File: src/inc/pll_cfg_pkg.sv
package pll_cfg_pkg;

    // Serial word layout: data in the upper bits, routing code in the low nibble; a divide word is coded by bit 0 low alone, with data down to bit 1.
    localparam int WORD_W = 24;
    localparam int SEL_W = 4;
    localparam int SYNC_STAGES = 2;
    localparam logic [SEL_W-1:0] SEL_RF_REF = 4'h3;
    localparam logic [SEL_W-1:0] SEL_IF_DIV = 4'h5;

    // Divide word fields.
    localparam int RF_N_MSB = 23;
    localparam int RF_N_LSB = 13;
    localparam int RF_FN_MSB = 12;
    localparam int RF_FN_LSB = 1;

    // RF reference word fields.
    localparam int PD_BIT = 23;
    localparam int PSEL_BIT = 22;
    localparam int RREF_MSB = 21;
    localparam int RREF_LSB = 16;
    localparam int FD_MSB = 15;
    localparam int FD_LSB = 4;

    // IF divide word fields.
    localparam int IF_N_MSB = 22;
    localparam int IF_N_LSB = 4;

    // Split of the RF main divide into coarse, mid and fine counts.
    localparam int COARSE_LSB = 5;
    localparam int MID_LSB = 2;
    localparam logic [2:0] MID_WEIGHT_SHIFT = 3'h2;

    // Prescaler moduli selected by rf_prescaler_select.
    localparam logic [5:0] PRESC_SMALL = 6'h10;
    localparam logic [5:0] PRESC_LARGE = 6'h20;

    typedef struct packed {
        logic clk;
        logic data;
        logic latch;
    } serial_pins_t;

    typedef struct packed {
        logic [10:0] main_divide;
        logic [11:0] frac_num;
    } rf_divide_t;

    typedef struct packed {
        logic powerdown;
        logic prescaler_select;
        logic [5:0] reference_divide;
        logic [11:0] frac_den;
    } rf_ref_t;

    typedef struct packed {
        logic powerdown;
        logic [18:0] main_divide;
    } if_div_t;

    typedef struct packed {
        logic rf_active;
        logic rf_cp_hiz;
        logic if_active;
        logic if_cp_hiz;
    } power_t;

    // Values after reset: both synthesizers held down until configured.
    localparam rf_divide_t RST_RF_DIV = '{main_divide: 11'h000, frac_num: 12'h000};
    localparam rf_ref_t RST_RF_REF = '{powerdown: 1'b1, prescaler_select: 1'b0,
                                       reference_divide: 6'h01, frac_den: 12'h000};
    localparam if_div_t RST_IF_DIV = '{powerdown: 1'b1, main_divide: 19'h00000};
    localparam power_t RST_POWER = '{rf_active: 1'b0, rf_cp_hiz: 1'b1, if_active: 1'b0, if_cp_hiz: 1'b1};

endpackage

File: src/design/pll_divider_config.sv
`timescale 1ns/1ps
`default_nettype none

module pll_divider_config (
    // Clock and reset.
    input wire logic mclk,
    input wire logic resetn,
    // Serial write pins and power pins.
    input wire pll_cfg_pkg::serial_pins_t serial_pins,
    input wire logic chip_enable_pin,
    input wire logic auto_powerup,
    // Stored configuration.
    output pll_cfg_pkg::rf_divide_t rf_divide_q,
    output pll_cfg_pkg::rf_ref_t rf_ref_q,
    output pll_cfg_pkg::if_div_t if_div_q,
    // Derived RF divider values.
    output logic [5:0] rf_coarse_count_q,
    output logic [2:0] rf_mid_count_q,
    output logic [1:0] rf_fine_count_q,
    output logic [11:0] rf_divide_ratio_q,
    // Resolved power state.
    output pll_cfg_pkg::power_t power_q
);

    logic [pll_cfg_pkg::WORD_W-1:0] word;
    logic word_valid;
    logic ce_meta_q;
    logic ce_q;
    logic wake_q;
    logic wake_d;
    logic sel_div;
    logic sel_ref;
    logic sel_if;
    pll_cfg_pkg::rf_divide_t rf_divide_d;
    pll_cfg_pkg::rf_ref_t rf_ref_d;
    pll_cfg_pkg::if_div_t if_div_d;
    logic [5:0] coarse_d;
    logic [2:0] mid_d;
    logic [1:0] fine_d;
    logic [5:0] modulus;
    logic [11:0] ratio_d;
    pll_cfg_pkg::power_t power_d;

    serial_word_rx u_rx (
        .mclk(mclk),
        .resetn(resetn),
        .pins(serial_pins),
        .word_q(word),
        .word_valid_q(word_valid)
    );

    // The chip enable pin is asynchronous to mclk, so it passes two flops.
    always_ff @(posedge mclk or negedge resetn) begin
        if (!resetn) begin
            ce_meta_q <= 1'b0;
            ce_q <= 1'b0;
        end else begin
            ce_meta_q <= chip_enable_pin;
            ce_q <= ce_meta_q;
        end
    end

    // Register routing: bit 0 low selects the divide word; otherwise the select code in the low nibble.
    assign sel_div = word_valid && !word[0];
    assign sel_ref = word_valid && (word[pll_cfg_pkg::SEL_W-1:0] == pll_cfg_pkg::SEL_RF_REF);
    assign sel_if = word_valid && (word[pll_cfg_pkg::SEL_W-1:0] == pll_cfg_pkg::SEL_IF_DIV);

    // Field capture; values are kept exactly as written, legal or not.
    always_comb begin
        rf_divide_d = rf_divide_q;
        rf_ref_d = rf_ref_q;
        if_div_d = if_div_q;
        if (sel_div) begin
            rf_divide_d.main_divide = word[pll_cfg_pkg::RF_N_MSB:pll_cfg_pkg::RF_N_LSB];
            rf_divide_d.frac_num = word[pll_cfg_pkg::RF_FN_MSB:pll_cfg_pkg::RF_FN_LSB];
        end
        if (sel_ref) begin
            rf_ref_d.powerdown = word[pll_cfg_pkg::PD_BIT];
            rf_ref_d.prescaler_select = word[pll_cfg_pkg::PSEL_BIT];
            rf_ref_d.reference_divide = word[pll_cfg_pkg::RREF_MSB:pll_cfg_pkg::RREF_LSB];
            rf_ref_d.frac_den = word[pll_cfg_pkg::FD_MSB:pll_cfg_pkg::FD_LSB];
        end
        if (sel_if) begin
            if_div_d.powerdown = word[pll_cfg_pkg::PD_BIT];
            if_div_d.main_divide = word[pll_cfg_pkg::IF_N_MSB:pll_cfg_pkg::IF_N_LSB];
        end
        // A divide write with auto power-up set clears the IF powerdown bit.
        if (sel_div && auto_powerup) begin
            if_div_d.powerdown = 1'b0;
        end
    end

    always_ff @(posedge mclk or negedge resetn) begin
        if (!resetn) begin
            rf_divide_q <= pll_cfg_pkg::RST_RF_DIV;
            rf_ref_q <= pll_cfg_pkg::RST_RF_REF;
            if_div_q <= pll_cfg_pkg::RST_IF_DIV;
        end else begin
            rf_divide_q <= rf_divide_d;
            rf_ref_q <= rf_ref_d;
            if_div_q <= if_div_d;
        end
    end

    // Auto power-up request: raised by a divide write with auto_powerup set, dropped when
    // software rewrites the RF powerdown bit or turns auto_powerup off. A raise in the
    // same cycle as a drop wins, so the wake is never lost.
    always_comb begin
        wake_d = wake_q;
        if (sel_ref || !auto_powerup) begin
            wake_d = 1'b0;
        end
        if (sel_div && auto_powerup) begin
            wake_d = 1'b1;
        end
    end

    always_ff @(posedge mclk or negedge resetn) begin
        if (!resetn) begin
            wake_q <= 1'b0;
        end else begin
            wake_q <= wake_d;
        end
    end

    // Divider arithmetic from the stored main divide.
    always_comb begin
        modulus = rf_ref_q.prescaler_select ? pll_cfg_pkg::PRESC_LARGE : pll_cfg_pkg::PRESC_SMALL;
        coarse_d = rf_divide_q.main_divide[10:pll_cfg_pkg::COARSE_LSB];
        mid_d = rf_divide_q.main_divide[pll_cfg_pkg::COARSE_LSB-1:pll_cfg_pkg::MID_LSB];
        fine_d = rf_divide_q.main_divide[pll_cfg_pkg::MID_LSB-1:0];
        // Both factors are widened first so that the product cannot be cut to six bits.
        ratio_d = 12'(modulus) * 12'(coarse_d) + (12'(mid_d) << pll_cfg_pkg::MID_WEIGHT_SHIFT)
                  + 12'(fine_d);
    end

    always_ff @(posedge mclk or negedge resetn) begin
        if (!resetn) begin
            rf_coarse_count_q <= 6'h00;
            rf_mid_count_q <= 3'h0;
            rf_fine_count_q <= 2'h0;
            rf_divide_ratio_q <= 12'h000;
        end else begin
            rf_coarse_count_q <= coarse_d;
            rf_mid_count_q <= mid_d;
            rf_fine_count_q <= fine_d;
            rf_divide_ratio_q <= ratio_d;
        end
    end

    // Power resolution; the chip enable pin dominates both synthesizers.
    always_comb begin
        power_d.rf_active = ce_q && (wake_q || !rf_ref_q.powerdown);
        power_d.rf_cp_hiz = !power_d.rf_active;
        power_d.if_active = ce_q && !if_div_q.powerdown;
        power_d.if_cp_hiz = !power_d.if_active;
    end

    always_ff @(posedge mclk or negedge resetn) begin
        if (!resetn) begin
            power_q <= pll_cfg_pkg::RST_POWER;
        end else begin
            power_q <= power_d;
        end
    end

    // Checks on routing, arithmetic and power precedence.
    a_div_word_load: assert property (@(posedge mclk) disable iff (!resetn)
        word_valid && !word[0] |=> rf_divide_q.main_divide == $past(word[23:13]))
        else $error("divide word not stored");
    a_ref_word_load: assert property (@(posedge mclk) disable iff (!resetn)
        sel_ref |=> rf_ref_q.reference_divide == $past(word[21:16]) && rf_ref_q.powerdown == $past(word[23]))
        else $error("reference word not stored");
    a_if_word_load: assert property (@(posedge mclk) disable iff (!resetn)
        sel_if && !auto_powerup |=> if_div_q == $past(word[23:4]))
        else $error("IF word not stored");
    a_ratio_formula: assert property (@(posedge mclk) disable iff (!resetn)
        ##1 rf_divide_ratio_q == 12'($past(rf_ref_q.prescaler_select) ? 32 : 16) * 12'($past(rf_divide_q.main_divide[10:5]))
            + 12'(4 * $past(rf_divide_q.main_divide[4:2])) + 12'($past(rf_divide_q.main_divide[1:0])))
        else $error("RF divide ratio wrong");
    // A prescaler flip over a steady divide moves the ratio by sixteen times the coarse count.
    a_presc_modulus: assert property (@(posedge mclk) disable iff (!resetn)
        $changed(rf_ref_q.prescaler_select) && $stable(rf_divide_q.main_divide)
        |=> rf_divide_ratio_q == ($past(rf_ref_q.prescaler_select)
            ? $past(rf_divide_ratio_q) + 12'(16 * $past(rf_divide_q.main_divide[10:5]))
            : $past(rf_divide_ratio_q) - 12'(16 * $past(rf_divide_q.main_divide[10:5]))))
        else $error("prescaler modulus wrong");
    a_ce_forces_down: assert property (@(posedge mclk) disable iff (!resetn)
        !ce_q |=> !power_q.rf_active && power_q.rf_cp_hiz && !power_q.if_active)
        else $error("chip enable low did not power down");
    a_wake_beats_pd: assert property (@(posedge mclk) disable iff (!resetn)
        sel_div && auto_powerup ##1 ce_q && !sel_ref && auto_powerup |=> power_q.rf_active)
        else $error("auto power-up ignored");
    a_rf_powerdown_obeyed: assert property (@(posedge mclk) disable iff (!resetn)
        ce_q && !wake_q && rf_ref_q.powerdown |=> !power_q.rf_active && power_q.rf_cp_hiz)
        else $error("RF powerdown bit ignored");
    a_if_powerdown_clear: assert property (@(posedge mclk) disable iff (!resetn)
        sel_div && auto_powerup |=> !if_div_q.powerdown ##1 (power_q.if_active == ce_q || $changed(ce_q)))
        else $error("IF powerdown not cleared");
    // The device stores illegal values as written, so these watches report a host that breaks the limits.
    a_rf_n_ceiling: assert property (@(posedge mclk) disable iff (!resetn)
        sel_div && rf_ref_q.prescaler_select |-> word[pll_cfg_pkg::RF_N_MSB:pll_cfg_pkg::RF_N_LSB] <= 11'h7fd)
        else $error("RF main divide above the large prescaler limit");
    a_if_n_floor: assert property (@(posedge mclk) disable iff (!resetn)
        sel_if |-> word[pll_cfg_pkg::IF_N_MSB:pll_cfg_pkg::IF_N_LSB] > 19'h00017)
        else $error("IF main divide too small");

    c_div_write: cover property (@(posedge mclk) disable iff (!resetn) sel_div);
    c_ref_large: cover property (@(posedge mclk) disable iff (!resetn) sel_ref && word[22]);
    c_if_write: cover property (@(posedge mclk) disable iff (!resetn) sel_if);
    c_wake_up: cover property (@(posedge mclk) disable iff (!resetn) wake_q && rf_ref_q.powerdown && power_q.rf_active);

endmodule

`default_nettype wire

File: src/design/serial_word_rx.sv
`timescale 1ns/1ps
`default_nettype none

module serial_word_rx (
    // Clock and reset.
    input wire logic mclk,
    input wire logic resetn,
    // Three-wire write pins.
    input wire pll_cfg_pkg::serial_pins_t pins,
    // Received word.
    output logic [pll_cfg_pkg::WORD_W-1:0] word_q,
    output logic word_valid_q
);

    logic [2:0] meta_q;
    logic [2:0] sync_q;
    logic clk_prev_q;
    logic latch_prev_q;
    logic [pll_cfg_pkg::WORD_W-1:0] shift_q;
    logic [pll_cfg_pkg::WORD_W-1:0] shift_d;
    logic [pll_cfg_pkg::WORD_W-1:0] word_d;
    logic word_valid_d;

    // Pins pass two flops; only the second stage feeds edge detection.
    always_ff @(posedge mclk or negedge resetn) begin
        if (!resetn) begin
            meta_q <= 3'h0;
            sync_q <= 3'h0;
            clk_prev_q <= 1'b0;
            latch_prev_q <= 1'b0;
        end else begin
            meta_q <= {pins.clk, pins.data, pins.latch};
            sync_q <= meta_q;
            clk_prev_q <= sync_q[2];
            latch_prev_q <= sync_q[0];
        end
    end

    // Bits enter MSB first on serial clock rises; the latch rise hands the word over.
    // The serial clock must stay below half of mclk so that each edge is seen.
    always_comb begin
        shift_d = shift_q;
        word_d = word_q;
        word_valid_d = 1'b0;
        if (sync_q[2] && !clk_prev_q) begin
            shift_d = {shift_q[pll_cfg_pkg::WORD_W-2:0], sync_q[1]};
        end
        if (sync_q[0] && !latch_prev_q) begin
            word_d = shift_q;
            word_valid_d = 1'b1;
        end
    end

    always_ff @(posedge mclk or negedge resetn) begin
        if (!resetn) begin
            shift_q <= 24'h000000;
            word_q <= 24'h000000;
            word_valid_q <= 1'b0;
        end else begin
            shift_q <= shift_d;
            word_q <= word_d;
            word_valid_q <= word_valid_d;
        end
    end

endmodule

`default_nettype wire

File: config.mk
export PLATFORM = sky130hd
export DESIGN_NAME = pll_divider_config
export DESIGN_NICKNAME = d
export VERILOG_FILES = /design/src/inc/pll_cfg_pkg.sv /design/src/design/pll_divider_config.sv /design/src/design/serial_word_rx.sv
export SDC_FILE = /design/constraint.sdc
export NUM_CORES = 1
export LEC_CHECK = 0
export ABC_AREA = 1
export ABC_CLOCK_PERIOD_IN_PS = 2600
export BUFFER_PORTS_ARGS = -buffer_cell sky130_fd_sc_hd__buf_2
export CAP_MARGIN = 15
export CORE_UTILIZATION = 44
export DETAILED_ROUTE_END_ITERATION = 8
export PLACE_DENSITY = 0.65
export SLEW_MARGIN = 20
export SYNTH_ARGS = -nofsm -noshare
export SYNTH_HDL_FRONTEND = slang
export SYNTH_SLANG_ARGS = --single-unit
File: constraint.sdc
create_clock -name mclk -period 2.6 [get_ports mclk]
set_input_delay 0.13 -clock mclk [delete_from_list [all_inputs] [get_ports mclk]]
set_output_delay 0.13 -clock mclk [all_outputs]
set_load 0.005 [all_outputs]
==> flow_summary.ini <==
[outcome]
status = complete, no violations

[floorplan]
die_area_um2 = 12900
coreArea_um2 = 12100
ioPinCount = 97
row_count = 40
die_w_um = 113
start_util_pct = 45.3
die_h_um = 113

[layout]
synthToLayoutAreaGrowth_pct = 23.1
diodes = 0
nNetsFinal = 626
layout_commonest_cell = dfrtp_1
final_cell_mix = 141 x dfrtp_1, 121 x nand2_1, 95 x buf_2
fin_area_um2 = 6730
drive_above_1_share_pct = 26.2
fill_cells = 1038

[global_routing]
gr-total-overflow = 0
grt_pass1_wl_um = 17300
antenna_found_initial = 0
grt_pass1_vias = 3479
grt.total_usage_pct = 17.7
grt_max_degree = 71

[timing]
finClkSkew_ns = 0.00529
tns_ns = 0
fmax_ghz = 0.453
layout_setup_ws_ns = 0.393
min_period_ns = 2.21
finalMaxSlewViolations = 0
period_share_pct = 84.9
tightestPinTransition_ns = 0.962
setup_violations = 0
rsz0062_at_grt = false
final_hold_viol_count = 0
relSlewSlack_pct = 35.7

[placement]
port_buffers = 96
dp_hpwl_um = 6970
gp_congestion = 0.751
place_area_um2 = 6080
dp_slack_ns = 0.394

[synthesis]
synth_cell_types = 23
seq_area_frac_synth_pct = 67.0
ys_ff_latch = 146
mappedNetlistArea_um2 = 5460
synth_cells = 503
yosys_warnings = 0
avgSynthCellArea_um2 = 10.9

[clock_tree]
worstSkewPairLatency_ns = 0.42
cts_setup_buffers = 0
h-tree-depth = 4
cts_tree = built
numClockSinks = 146
numCtsBuffers = 17
cts.clk_slew.worst_paths_ns = 0.06
holdBufCountCts = 6
cts_root_buffer = clkbuf_16
cts_resized = 0
cts_buffer_depth = 2

[power]
p_per_area_nw_per_um2 = 966
leakage_nw = 3.52
seq_power_share_pct = 46.9
switching_share_pct = 26.6
power_frac_comb_pct = 16.3
internal-power_mw = 4.77
p_switching_mw = 1.73
finalPower_mw = 6.50
pwr-share-clk_pct = 36.8
power.ir.vdd_worst_mv = 0.355

[routing]
drt_iter0_drc = 310
totalWireLength_um = 10200
vias_per_cell = 4.66
drc = 0
ant_nets = 0
wire_per_inst_um = 13.0
vias = 3664
drt_first_pass_iters = 4

[flow_run]
drv_cap = 0

[worst_setup_path]
cp-end-kind = flip-flop
reg2reg_depth = 12
ff2ff_setup_slack_ns = 0.39
path_class = reg -> reg
worstReg2RegStart = rf_ref_q[18]$_DFFE_PN0P_
crit_arrival_ns = 2.51
worst_setup_path_start_kind = flip-flop
r2r-end = rf_divide_ratio_q[11]$_DFF_PN0_
worstPathRequired_ns = 2.91
crit_fanout = 10

[worst_hold_path]
hp-class = in -> async
per-layer routing:
metal | global-route usage [%] | share of wire (%) | up-vias
li1 | - | - | 1806
met1 | 23.7 | 47 | 1768
met2 | 26.8 | 48 | 73
met3 | 4.99 | 4.1 | 17
met4 | 8.16 | 1.7 | 0
met5 | 0 | 0 | -
critical path: stages, from the launching register on:
cell and delay (ns):
dfrtp_1 0.51, inv_2 0.10, nand2_1 0.06, o21ai_0 0.08, ha_1 0.30, ha_1 0.30
ha_1 0.35, nand2_1 0.11, inv_1 0.05, nand3_1 0.09, nand2_1 0.06, nand2_1 0.05
nand2_1 0.04
sequential cells by signal (all words and copies together), names as in the netlist, 3 cells and up:
| register | count |
|---|---|
| u_rx.sync_q | 3 |
| rf_divide_q | 23 |
| rf_coarse_count_q | 6 |
| u_rx.meta_q | 3 |
| rf_ref_q | 20 |
| u_rx.word_q | 24 |
| power_q | 4 |
| rf_divide_ratio_q | 12 |
| if_div_q | 20 |
| u_rx.shift_q | 24 |
worst max path at each step:
| stage | from | to | slack [ns] | depth (start not counted) |
|---|---|---|---|---|
| floorplan | rf_ref_q[18]$_DFFE_PN0P_ | rf_divide_ratio_q[11]$_DFF_PN0_ | 0.55 | 13 |
| global placement | rf_ref_q[18]$_DFFE_PN0P_ | rf_divide_ratio_q[11]$_DFF_PN0_ | 0.49 | 12 |
| detailed placement | rf_ref_q[18]$_DFFE_PN0P_ | rf_divide_ratio_q[11]$_DFF_PN0_ | 0.39 | 12 |
| CTS | rf_ref_q[18]$_DFFE_PN0P_ | rf_divide_ratio_q[11]$_DFF_PN0_ | 0.38 | 12 |
| global route | rf_ref_q[18]$_DFFE_PN0P_ | rf_divide_ratio_q[11]$_DFF_PN0_ | 0.21 | 12 |
| finish | rf_ref_q[18]$_DFFE_PN0P_ | rf_divide_ratio_q[11]$_DFF_PN0_ | 0.39 | 12 |
power groups by stage:
stage	Combinational, mW	Sequential [mW]	Clock [mW]
floorplan	0.622	3.05	0
global placement	1.04	3.06	0
detailed placement	1.07	3.09	0
CTS	1.08	3.05	2.44
global route	1.22	3.12	2.55
finish	1.06	3.05	2.39
logic make-up (layout without fill, tap and decap cells):
| family | after synthesis | after routing | share of synthesized area (%) |
|---|---|---|---|
| AOI/OAI and AO/OA | 97 | 97 | 8.89 |
| DFF | 146 | 146 | 67.0 |
| muxes | 18 | 18 | 3.71 |
| and+or+nand+nor | 144 | 144 | 10.3 |
| other | 2 | 4 | 0.137 |
| xor gates and xnor gates | 2 | 2 | 0.321 |
| buffers and inverters | 81 | 195 | 6.55 |
| adders and majority gates | 13 | 13 | 3.11 |
final cells by class:
cell class / count / area (um2) / share of cell area [%]
sequential: 146 / 3660 / 54.4
multi-input combinational: 278 / 1450 / 21.6
timing repair buffer: 110 / 619 / 9.21
clock buffer: 20 / 447 / 6.64
tap: 168 / 210 / 3.13
inverter: 53 / 199 / 2.96
clock inverter: 12 / 139 / 2.06
Yosys cell counts:
cell | number | area share (%)
a21oi_1 | 5 | 0.46
buf_2 | 10 | 0.92
buf_4 | 9 | 1.2
buf_6 | 1 | 0.21
clkbuf_1 | 8 | 0.55
conb_1 | 2 | 0.14
dfrtp_1 | 141 | 65
dfstp_2 | 5 | 2.4
fa_1 | 1 | 0.37
ha_1 | 12 | 2.7
inv_1 | 50 | 3.4
inv_2 | 3 | 0.21
mux2_2 | 18 | 3.7
nand2_1 | 121 | 8.3
nand3_1 | 7 | 0.64
nand4_1 | 1 | 0.11
nor2_1 | 13 | 0.89
nor2_2 | 1 | 0.11
nor2_4 | 1 | 0.21
o21ai_0 | 33 | 3.0
o21ai_1 | 59 | 5.4
xnor2_1 | 1 | 0.16
xor2_1 | 1 | 0.16
metrics by stage:
stage	cells	utilization (%)	hold WS, ns
after global routing	787	55.8	0.336
after global placement	749	50.4	0.167
after CTS	787	55.8	0.300
after detailed placement	749	50.4	0.173
after floorplan	505	-	-0.166
final	787	55.8	0.290
Power figures use the tool's default switching activity.
